<file path="config.mk">
export PLATFORM = sky130hd
export DESIGN_NAME = fspc_ctrl
export DESIGN_NICKNAME = d
export VERILOG_FILES = /design/src/design/fspc_pkg.sv /design/src/design/fspc_ctrl.sv
export VERILOG_INCLUDE_DIRS = /design/src /design/src/design
export SDC_FILE = /design/constraint.sdc
export NUM_CORES = 1
export LEC_CHECK = 0
export BUFFER_PORTS_ARGS = -buffer_cell sky130_fd_sc_hd__buf_4
export CORE_AREA = 2 2 197 199
export DETAILED_ROUTE_END_ITERATION = 7
export DIE_AREA = 0 0 199 201
export GPL_TIMING_DRIVEN = 0
export SLEW_MARGIN = 20
export SYNTH_ARGS = -nofsm -noshare
export SYNTH_HDL_FRONTEND = slang
export SYNTH_SLANG_ARGS = --single-unit
</file>
<file path="constraint.sdc">
create_clock -name ref_clk -period 7.8 [get_ports ref_clk]
set_input_delay 1.56 -clock ref_clk [delete_from_list [all_inputs] [get_ports ref_clk]]
set_output_delay 1.56 -clock ref_clk [all_outputs]
set_load 0.02 [all_outputs]
</file>
<file path="src/design/fspc_cfg.svh">
// constants for the flash self-program controller
// assumes one 20 MHz clock shared with the core
`ifndef FSPC_CFG_SVH
`define FSPC_CFG_SVH
// control register bit positions
`define FSPC_BIT_CLR_BUF  4
`define FSPC_BIT_FUSE_RD  3
`define FSPC_BIT_PG_WRITE 2
`define FSPC_BIT_PG_ERASE 1
`define FSPC_BIT_STORE_EN 0
// accepted low five bit patterns
`define FSPC_PAT_LOAD    5'h01
`define FSPC_PAT_ERASE   5'h03
`define FSPC_PAT_WRITE   5'h05
`define FSPC_PAT_FUSE_RD 5'h09
`define FSPC_PAT_CLR_BUF 5'h11
// instruction windows in cycles
`define FSPC_STORE_WIN  3'h4
`define FSPC_LOAD_WIN   3'h3
// pointer values for fuse and lock reads
`define FSPC_Z_FUSE_LOW 2'h0
`define FSPC_Z_LOCK     2'h1
`define FSPC_Z_FUSE_HI  2'h3
`define FSPC_LOCK_PAD   6'h3F
`define FSPC_BYTE_NONE  8'hFF
`define FSPC_ERASED     16'hFFFF
// geometry
`define FSPC_WORD_W     4
// programming time
`define FSPC_CLK_NS     50
`define FSPC_PROG_MIN_NS 3700000
`define FSPC_PROG_MAX_NS 4500000
`define FSPC_PROG_CYC   ((`FSPC_PROG_MIN_NS + `FSPC_CLK_NS - 1) / `FSPC_CLK_NS)
`define FSPC_PROG_MAXC  (`FSPC_PROG_MAX_NS / `FSPC_CLK_NS)
`endif

</file>
<file path="src/design/fspc_pkg.sv">
// types for the flash self-program controller
// assumes fspc_cfg.svh supplies the numeric constants
package fspc_pkg;
  typedef enum {FSPC_IDLE, FSPC_ERASE, FSPC_WRITE, FSPC_LOCK} fspc_op_t;

  typedef struct packed {
    logic        erase;
    logic        write;
    logic        lock;
    logic [15:0] page;
  } fspc_flash_cmd_t;

  typedef struct packed {
    logic [7:0] low;
    logic [7:0] high;
    logic [1:0] lock;
  } fspc_fuse_t;
endpackage : fspc_pkg

</file>
<file path="src/design/fspc_ctrl.sv">
// flash self-program controller: command arming, page buffer, timing
// assumes core strobes, eeprom busy and fuse bits on ref_clk
`timescale 1ns/1ps
`include "fspc_cfg.svh"

// Summary of operation
// - pattern 03 then store within four cycles erases the indexed page.
// - erase uses only the page index bits; data pair ignored.
// - core stalled for the whole page erase.
// - pattern 01 then store loads data pair at word index, any order.
// - buffer clears after page write, on clear bit, and on reset.
// - eeprom write during loading discards the buffered words.
// - pattern 05 then store writes the buffer into the indexed page.
// - core stalled for the whole page write.
// - ordinary load picks a byte with pointer bit zero.
// - eeprom busy blocks programming and fuse or lock reads.
// - pointer 1 armed read returns lock byte, lock bits in 1:0.
// - armed bits clear on completion or when the window runs out.
// - pointer 0 armed read returns fuse low byte.
// - pointer 3 armed read returns fuse high byte.
// - programmed fuse and lock bits read as zero.
// - unarmed load performs an ordinary flash byte read.
// - erase, write and lock write last between 3.7 and 4.5 ms.
// - reset during a flash operation does not abort it.
// - other low five bit patterns have no effect.
// - store enable stays set until erase or write completes.
module fspc_ctrl #(
  parameter int PROG_CYCLES = `FSPC_PROG_CYC,
  parameter int WORD_W      = `FSPC_WORD_W,
  parameter int CNT_W       = 17
) (
  input  wire logic                   ref_clk,
  input  wire logic                   reset_n,
  input  wire logic                   ctrl_wr,
  input  wire logic [7:0]             ctrl_wdata,
  output logic      [7:0]             ctrl_rdata,
  input  wire logic                   store_instr,
  input  wire logic                   load_instr,
  input  wire logic [15:0]            z_ptr,
  input  wire logic [15:0]            data_word,
  input  wire logic                   eeprom_busy,
  input  wire logic [15:0]            flash_word,
  output logic      [14:0]            flash_rd_addr,
  input  wire fspc_pkg::fspc_fuse_t   fuses,
  output logic      [7:0]             load_data,
  output logic                        load_valid,
  output logic                        core_stall,
  output fspc_pkg::fspc_flash_cmd_t   flash_cmd,
  output logic                        flash_done,
  output logic      [1:0]             lock_wdata,
  input  wire logic [WORD_W-1:0]      buf_rd_idx,
  output logic      [15:0]            buf_rd_data
);
  localparam int DEPTH = 2 ** WORD_W;
  localparam logic [CNT_W-1:0] LAST = CNT_W'(PROG_CYCLES - 1);

  // ==========================================================
  // command arming
  logic [4:0]         cmd_q;
  logic               armed_q;
  logic [2:0]         win_q;
  fspc_pkg::fspc_op_t op_q;
  logic [CNT_W-1:0]   timer_q;
  logic               valid_pat;
  logic               ctrl_take;
  logic               store_ok;
  logic               load_fuse;
  logic               expire;
  logic               op_cmd;
  logic               idle;

  assign idle      = (op_q == fspc_pkg::FSPC_IDLE);
  assign valid_pat = ctrl_wdata[4:0] inside {`FSPC_PAT_LOAD, `FSPC_PAT_ERASE,
                     `FSPC_PAT_WRITE, `FSPC_PAT_FUSE_RD,
                     `FSPC_PAT_CLR_BUF};
  assign ctrl_take = ctrl_wr && valid_pat && !eeprom_busy && idle;
  assign store_ok  = store_instr && armed_q && idle &&
                     (win_q < `FSPC_STORE_WIN);
  assign load_fuse = load_instr && armed_q && (cmd_q == `FSPC_PAT_FUSE_RD) &&
                     (win_q < `FSPC_LOAD_WIN);
  assign expire    = armed_q && (win_q == `FSPC_STORE_WIN - 3'h1) &&
                     !store_ok && !load_fuse;
  assign op_cmd    = cmd_q inside {`FSPC_PAT_ERASE, `FSPC_PAT_WRITE,
                     `FSPC_PAT_FUSE_RD};
  assign ctrl_rdata = {3'h0, cmd_q};
  assign core_stall = !idle;

  always_ff @(posedge ref_clk) begin
    if (!reset_n && idle) begin
      cmd_q   <= 5'h00;
      armed_q <= 1'b0;
      win_q   <= 3'h0;
    end else if (!idle) begin
      armed_q <= 1'b0;
      if (timer_q == '0) begin
        cmd_q <= 5'h00;
      end
    end else if (ctrl_take) begin
      cmd_q   <= ctrl_wdata[4:0];
      armed_q <= 1'b1;
      win_q   <= 3'h0;
    end else if (store_ok || load_fuse || expire) begin
      armed_q <= 1'b0;
      cmd_q   <= (store_ok && op_cmd) ? cmd_q : 5'h00;
    end else if (armed_q) begin
      win_q <= win_q + 3'h1;
    end
  end

  // ==========================================================
  // timed flash operations
  always_ff @(posedge ref_clk) begin
    if (!reset_n && idle) begin
      timer_q    <= '0;
      flash_cmd  <= '0;
      flash_done <= 1'b0;
      lock_wdata <= 2'h0;
    end else if (idle) begin
      flash_done <= 1'b0;
      if (store_ok && op_cmd) begin
        timer_q        <= LAST;
        flash_cmd.page <= z_ptr >> (WORD_W + 1);
        unique case (cmd_q)
          `FSPC_PAT_ERASE: begin
            op_q            <= fspc_pkg::FSPC_ERASE;
            flash_cmd.erase <= 1'b1;
          end
          `FSPC_PAT_WRITE: begin
            op_q            <= fspc_pkg::FSPC_WRITE;
            flash_cmd.write <= 1'b1;
          end
          default: begin
            op_q            <= fspc_pkg::FSPC_LOCK;
            flash_cmd.lock  <= 1'b1;
            lock_wdata      <= data_word[1:0];
          end
        endcase
      end
    end else if (timer_q == '0) begin
      op_q       <= fspc_pkg::FSPC_IDLE;
      flash_cmd  <= '0;
      flash_done <= 1'b1;
    end else begin
      timer_q <= timer_q - CNT_W'(1);
    end
  end

  // ==========================================================
  // temporary page buffer
  logic [DEPTH-1:0] buf_vld_q;
  logic [15:0]      buf_mem_q [DEPTH];
  logic             buf_clr;
  logic             buf_load;

  assign buf_clr  = !reset_n || eeprom_busy ||
                    (ctrl_take && ctrl_wdata[`FSPC_BIT_CLR_BUF]) ||
                    (op_q == fspc_pkg::FSPC_WRITE && timer_q == '0);
  assign buf_load = store_ok && (cmd_q == `FSPC_PAT_LOAD);

  for (genvar i = 0; i < DEPTH; i++) begin : g_entry
    always_ff @(posedge ref_clk) begin
      if (buf_load && z_ptr[WORD_W:1] == WORD_W'(i)) begin
        buf_vld_q[i] <= 1'b1;
        buf_mem_q[i] <= data_word;
      end else if (buf_clr) begin
        buf_vld_q[i] <= 1'b0;
      end
    end
  end

  always_ff @(posedge ref_clk) begin
    if (!reset_n) begin
      buf_rd_data <= `FSPC_ERASED;
    end else begin
      buf_rd_data <= buf_vld_q[buf_rd_idx] ? buf_mem_q[buf_rd_idx]
                                           : `FSPC_ERASED;
    end
  end

  // ==========================================================
  // load instruction
  assign flash_rd_addr = z_ptr[15:1];

  always_ff @(posedge ref_clk) begin
    if (!reset_n) begin
      load_valid <= 1'b0;
      load_data  <= 8'h00;
    end else begin
      load_valid <= load_instr;
      if (load_fuse) begin
        unique case (z_ptr[1:0])
          `FSPC_Z_FUSE_LOW: load_data <= fuses.low;
          `FSPC_Z_LOCK:     load_data <= {`FSPC_LOCK_PAD, fuses.lock};
          `FSPC_Z_FUSE_HI:  load_data <= fuses.high;
          default:      load_data <= `FSPC_BYTE_NONE;
        endcase
      end else if (load_instr) begin
        load_data <= z_ptr[0] ? flash_word[15:8] : flash_word[7:0];
      end
    end
  end

  // ==========================================================
  // checks
  logic [CNT_W-1:0] ela_q;
  always_ff @(posedge ref_clk) begin
    if (idle) begin
      ela_q <= '0;
    end else begin
      ela_q <= ela_q + CNT_W'(1);
    end
  end

  property p_erase_start;
    @(posedge ref_clk) disable iff (!reset_n)
    store_ok && cmd_q == `FSPC_PAT_ERASE |=>
      op_q == fspc_pkg::FSPC_ERASE && flash_cmd.erase &&
      flash_cmd.page == ($past(z_ptr) >> (WORD_W + 1));
  endproperty
  a_erase_start: assert property (p_erase_start)
    else $error("erase did not start");

  property p_stall;
    @(posedge ref_clk) disable iff (!reset_n)
    !idle |-> core_stall && ctrl_rdata[`FSPC_BIT_STORE_EN];
  endproperty
  a_stall: assert property (p_stall)
    else $error("core not stalled or enable dropped");

  property p_page_stable;
    @(posedge ref_clk) disable iff (!reset_n)
    !idle && $past(!idle) |-> $stable(flash_cmd.page);
  endproperty
  a_page_stable: assert property (p_page_stable)
    else $error("page changed during operation");

  property p_load_buf;
    @(posedge ref_clk) disable iff (!reset_n)
    buf_load |=> buf_vld_q[$past(z_ptr[WORD_W:1])] &&
      buf_mem_q[$past(z_ptr[WORD_W:1])] == $past(data_word);
  endproperty
  a_load_buf: assert property (p_load_buf)
    else $error("buffer word not loaded");

  property p_clear;
    @(posedge ref_clk) disable iff (!reset_n)
    buf_clr && !buf_load |=> buf_vld_q == '0;
  endproperty
  a_clear: assert property (p_clear)
    else $error("buffer not cleared");

  property p_write_start;
    @(posedge ref_clk) disable iff (!reset_n)
    store_ok && cmd_q == `FSPC_PAT_WRITE |=> flash_cmd.write ##1
      core_stall[*3];
  endproperty
  a_write_start: assert property (p_write_start)
    else $error("page write did not start");

  property p_byte;
    @(posedge ref_clk) disable iff (!reset_n)
    load_instr && !load_fuse |=> load_valid && load_data ==
      ($past(z_ptr[0]) ? $past(flash_word[15:8]) : $past(flash_word[7:0]));
  endproperty
  a_byte: assert property (p_byte)
    else $error("wrong flash byte");

  property p_block;
    @(posedge ref_clk) disable iff (!reset_n)
    ctrl_wr && eeprom_busy && !armed_q |=> !armed_q;
  endproperty
  a_block: assert property (p_block)
    else $error("armed during eeprom write");

  property p_lock_read;
    @(posedge ref_clk) disable iff (!reset_n)
    load_fuse && z_ptr[1:0] == `FSPC_Z_LOCK |=>
      load_data == {`FSPC_LOCK_PAD, $past(fuses.lock)} && !armed_q;
  endproperty
  a_lock_read: assert property (p_lock_read)
    else $error("lock byte wrong");

  property p_expire;
    @(posedge ref_clk) disable iff (!reset_n)
    ctrl_take ##1 (!store_instr && !load_instr && idle)[*4] |=>
      !armed_q && cmd_q == 5'h00;
  endproperty
  a_expire: assert property (p_expire)
    else $error("window did not expire");

  property p_bad_pattern;
    @(posedge ref_clk) disable iff (!reset_n)
    ctrl_wr && !valid_pat && !armed_q && idle |=> !armed_q;
  endproperty
  a_bad_pattern: assert property (p_bad_pattern)
    else $error("illegal pattern armed");

  property p_duration;
    @(posedge ref_clk) disable iff (!reset_n)
    $rose(flash_done) |-> $past(ela_q) == LAST;
  endproperty
  a_duration: assert property (p_duration)
    else $error("operation length wrong");

  property p_fuse_low;
    @(posedge ref_clk) disable iff (!reset_n)
    load_fuse && z_ptr[1:0] == `FSPC_Z_FUSE_LOW |=>
      load_valid && load_data == $past(fuses.low);
  endproperty
  a_fuse_low: assert property (p_fuse_low)
    else $error("fuse low byte wrong");

  property p_fuse_high;
    @(posedge ref_clk) disable iff (!reset_n)
    load_fuse && z_ptr[1:0] == `FSPC_Z_FUSE_HI |=>
      load_valid && load_data == $past(fuses.high);
  endproperty
  a_fuse_high: assert property (p_fuse_high)
    else $error("fuse high byte wrong");

  property p_op_end;
    @(posedge ref_clk) disable iff (!reset_n)
    !idle && timer_q == '0 |=> idle && flash_done && ctrl_rdata == 8'h00;
  endproperty
  a_op_end: assert property (p_op_end)
    else $error("operation did not end cleanly");

  property p_disarm;
    @(posedge ref_clk) disable iff (!reset_n)
    (store_ok || load_fuse) && !ctrl_take |=> !armed_q;
  endproperty
  a_disarm: assert property (p_disarm)
    else $error("command still armed after use");

  c_erase: cover property (@(posedge ref_clk) $rose(flash_cmd.erase));
  c_write: cover property (@(posedge ref_clk) $rose(flash_cmd.write));
  c_fuse:  cover property (@(posedge ref_clk) load_fuse);
  c_expire: cover property (@(posedge ref_clk) expire);
endmodule : fspc_ctrl

</file>
Word level (Yosys, flattened, before mapping):

Memory sizes are Yosys's and may differ from the RTL's. A register that Yosys moved wholly into a read port is not among the register bits.
Cells that the tools add are included.

* register bits after elaboration: 105
* bits in writable memories: 256
* input bits: 84
* logic and storage cells: 262
* memories kept: 1

Memory list
* buf_mem_q: words 16, width 16, rd ports 1, clocked after Yosys merged registers in 1, write ports 1, RTL line fspc_ctrl.sv:151 `logic [15:0] buf_mem_q [DEPTH];`

* add/subtract/negate cells: 2
* magnitude comparators: 3
* equal/unequal tests: 36
* mux-type cells: 106
* bitwise operators: 3
* reductions and logical operators: 82

Operators with widths (number)
* $mux 16: 15
* $reduce_or 16->1: 15
* $mux 32: 3
* $mux 4: 15
* $mux 19: 3
* $mux 1: 53
* $mux 17: 3
* $logic_and 1x1->1: 33
* $eq 32x3->1 const B: 1
* $eq 4x4->1 const B: 8
* $logic_not 32->1: 1
* $mux 5: 5
* $mux 8: 3
* $pmux 8 s3: 1
* $reduce_and 3->1: 7
* $logic_not 17->1: 1
* $sub 17x1->17 const B: 1
* $eq 4x3->1 const B: 4
* $eq 5x1->1 const B: 2
* $eq 5x2->1 const B: 2
* $eq 5x3->1 const B: 2
* $eq 5x4->1 const B: 2
* $mux 3: 3
* $eq 4x2->1 const B: 2
* 25 further kinds: 47

Logic depth before layout (Yosys ltp):

* word-level depth: 23
* depth in mapped cells: 8

Worst setup path after synthesis:

Ideal clock, no wire load.

* path type: input port to flip-flop
* from: input z_ptr[1]
* to: memory buf_mem_q[12][0], enable pin
* library setup time: 0.416 ns
* data arrival time: 3.385 ns
* path slack: 4.000 ns
* stages on the path: 3
* buffers on the path: 1
* cells stage by stage: clkbuf_1 nor3_1 nor3b_1

* word-level cells in the longest chain between the ends: 20
* elaborated cells on any way between the ends: 109
* classes of those cells: eq/ne: 15; mux: 62; reduce/logical: 32

Ends and longest elaborated chain
* from (decl): RTL line fspc_ctrl.sv:39 `input wire logic [15:0] z_ptr,`
* $eq 4x1->1: RTL line fspc_ctrl.sv:162 `if (buf_load && z_ptr[WORD_W:1] == WORD_W'(i)) begin`
* $logic_and 1x1->1: RTL line fspc_ctrl.sv:162
* $mux 1: RTL line fspc_ctrl.sv:162
* $mux 1 (not written as such): RTL line fspc_ctrl.sv:164 `buf_mem_q[i] <= data_word;`
* $reduce_or 16->1 (no line)
* $mux 4 (no line) or $mux 1 (tied branches) (15 in a row)
* to (decl): RTL line fspc_ctrl.sv:151

Several ways; a longest one is shown, not always the timed one.

Worst setup path after layout:

* from: register op_q[1]
* to: output core_stall

* word-level cells in the longest chain between the ends: 2

Ends and longest elaborated chain
* from (decl): RTL line fspc_ctrl.sv:62 `fspc_pkg::fspc_op_t op_q;`
* from (signal assigned): RTL line fspc_ctrl.sv:125 `op_q <= fspc_pkg::FSPC_ERASE;`
* from (signal assigned): RTL line fspc_ctrl.sv:129 `op_q <= fspc_pkg::FSPC_WRITE;`
* from (signal assigned): RTL line fspc_ctrl.sv:133 `op_q <= fspc_pkg::FSPC_LOCK;`
* $logic_not 32->1: RTL line fspc_ctrl.sv:72 `assign idle = (op_q == fspc_pkg::FSPC_IDLE);`
* $logic_not 1->1
* to (decl): RTL line fspc_ctrl.sv:47 `output logic core_stall,`

No other way between the ends.

==> flow_summary.toml <==
[clock_network]
cts_setup_buffers = 0
clock_path_buffers = 3
htreeDepth = 2
clock_latency_ns = 0.52
numClockSinks = 342
cts_tree = "built"
numCtsBuffers = 38
clkTransAtPathRegs_ns = 0.06
hold_buffers = 0
cts_root_buffer = "clkbuf_16"
cts_resized = 0

[logic_synthesis]
synth_top_cell_by_area = "edfxtp_1"
yosys_warnings = 0
synth_area_leaders = "edfxtp_1 (56%), dfxtp_1 (12%), mux4_2 (9.7%)"
yosysMostFrequentCell = "edfxtp_1"
synthArstFlopShare_pct = 0
synth_seq_area_share_pct = 67.7
yosys-top-cells-count = "edfxtp_1 (258), dfxtp_1 (84), mux4_2 (60)"
synthDistinctLibCells = 64
ys.flop_type = "edfxtp_1"
synth_edf_count = 258
syn_area_sq_um = 13900
syn-mean-instance-area_sq_um = 17.1
syn_inst = 813
yosys_register_bits = 342
yosysTopAreaCellShare_pct = 55.6

[timing]
finalSetupViolCount = 0
tightest_slew_ns = 0.910
slew_violations = 0
slew_headroom_pct = 39.3
min_period_ns = 3.58
rsz0062_at_grt = "false"
clock_skew_ns = 0.0123
timing.final.ws_setup_ns = 4.22
setup_tns_ns = 0
timing.fmax_mhz = 280
fin_crit_sh_pct = 45.9
finalHoldViolCount = 0

[grt]
overflow = 0
first_global_vias = 8163
grt_pass1_wl_microns = 48700
grt_max_degree = 18
antenna_found_initial = 1
grt_usage_pct = 16.3

[setup_path]
path_cells = "nor2_1, clkinv_1, clkbuf_1, buf_4"
cp.required_ns = 6.24
cpMaxStageDelayCell = "edfxtp_1"
cpPeakStageDelay_ns = 0.47
crit_type = "register to primary output"
cp_max_fo = 10
crit_path_end_kind = "primary output"
start_kind = "register"
critical_path_arrival_ns = 2.02
path_delay_family = "buffers and inverters"
cp_num_buf_inv = 3

[finish]
syn_to_final_growth_pct = 21.5
nets = 1092
drive_gt1_share_pct = 30.9
fill_cells = 3342
antenna_cells = 0
multiInputGateArea_sq_um = 4090
regArea_sq_um = 9430

[floorplanning]
rows = 72
io_pins = 155
dieArea_sq_um = 40000
die_y_microns = 201
die_x_microns = 199
fp.coreArea_sq_um = 38100
initial_utilization_pct = 36.5

[route]
antenna_left = 0
vias_per_cell = 5.05
drt-initial-drc-count = 512
wl_per_cell_microns = 20.7
vias = 7824
route.detailed.drc = 0
finalWirelength_microns = 32000
first_pass_iters = 5

[placement]
dp_hpwl_microns = 20900
finalWeightedCongestion = 0.801
dp_slack_ns = 3.76
io_buffers = 138

[hold_path]
hold_class = "register to register"

[job]
maxCapViolCount = 0

[pwr]
pwr_density_cell_nw_per_um2 = 240
p_leak_nw = 5.99
peakVddDrop_mv = 0.131

[status]
status = "completed"
-- metal layers --
metal / global-route usage (%) / share of wire [%] / up-vias
met1: 20.7 / 43 / 3926
met3: 3.36 / 5.6 / 52
li1: - / - / 3600
met4: 4.37 / 2.2 / 2
met5: 0 / 0.050 / -
met2: 28.3 / 50 / 244
-- final timing paths --
check,from,to,slack [ns],depth (start not counted)
hold reg to reg,buf_vld_q[8]$_SDFFE_PP1P_,buf_vld_q[8]$_SDFFE_PP1P_,0.45,1
setup reg to reg,op_q[1]$_SDFFCE_PP0P_,buf_mem_q[7][7]$_DFFE_PP_,4.62,7
setup / recovery,op_q[1]$_SDFFCE_PP0P_,core_stall,4.22,4
hold / removal,buf_vld_q[8]$_SDFFE_PP1P_,buf_vld_q[8]$_SDFFE_PP1P_,0.45,1
-- where the power goes --
part | leakage [nW] | internal (mW) | switching, mW
Combinational | 2.45 | 0.186 | 0.201
Clock | 0.538 | 0.945 | 0.683
Sequential | 3.00 | 2.00 | 0.0511
Total | 5.99 | 3.13 | 0.935
-- state kept, by name, indices dropped and copies added, names as in the netlist --
name	flops
buf_mem_q	256
timer_q	17
buf_rd_data	16
buf_vld_q	16
flash_cmd	14
load_data	8
cmd_q	5
win_q	3
lock_wdata	2
op_q	2
armed_q	1
flash_done	1
load_valid	1
-- worst register-to-register path: stages, from the launching register on --
cell,delay [ns]
edfxtp_1,0.47
nor4b_1,0.49
and2_1,0.31
nand4_1,0.18
or2_2,0.34
clkbuf_1,0.25
nor2_2,0.61
buf_8,0.24
-- cells in the final DEF, fill, tap and decap left out, types with 9 or more instances in the layout --
| cell | count |
|---|---|
| mux2i_1 | 24 |
| or2_1 | 16 |
| nor2b_1 | 9 |
| nor2_1 | 33 |
| buf_4 | 165 |
| nand4_1 | 9 |
| o22ai_1 | 9 |
| clkbuf_1 | 33 |
| nand2_1 | 31 |
| nand3_1 | 17 |
| edfxtp_1 | 258 |
| buf_2 | 11 |
| clkbuf_16 | 39 |
| xor2_1 | 12 |
| dfxtp_1 | 84 |
| mux4_2 | 60 |
| a21oi_1 | 28 |
| mux4_1 | 25 |
-- area by class of cell --
cell class	count	share of cell area (%)
buffer	64	2.80
clock buffer	59	6.33
clock inverter	9	0.326
inverter	9	0.200
multi-input combinational	405	24.2
sequential	342	55.8
tap	518	3.83
timing repair buffer	144	6.57
-- logic make-up (layout without fill, tap and decap cells) --
| logic type | after synthesis | in the layout | synth area share (%) |
|---|---|---|---|
| compound gates | 86 | 86 | 4.19 |
| xor+xnor | 18 | 18 | 1.13 |
| other cells | 1 | 8 | 0.0269 |
| mux | 110 | 110 | 16.2 |
| simple gates | 179 | 179 | 6.70 |
| flops | 342 | 342 | 67.7 |
| fa+ha+maj | 4 | 4 | 0.360 |
| buf+inv | 73 | 285 | 3.64 |
-- metrics by stage --
step	instance area, sq um	utilization (%)	power [mW]	hold slack (ns)	std cells
2_1_floorplan	13900	-	2.33	0.418	820
3_3_place_gp	15600	41.0	2.46	0.428	1476
3_5_place_dp	15800	41.4	2.47	0.437	1482
4_1_cts	16900	44.4	4.10	0.450	1550
5_1_grt	16900	44.4	4.22	0.469	1550
6_report	16900	44.4	4.06	0.449	1550
Note: power is estimated with default switching activity, not from simulation.
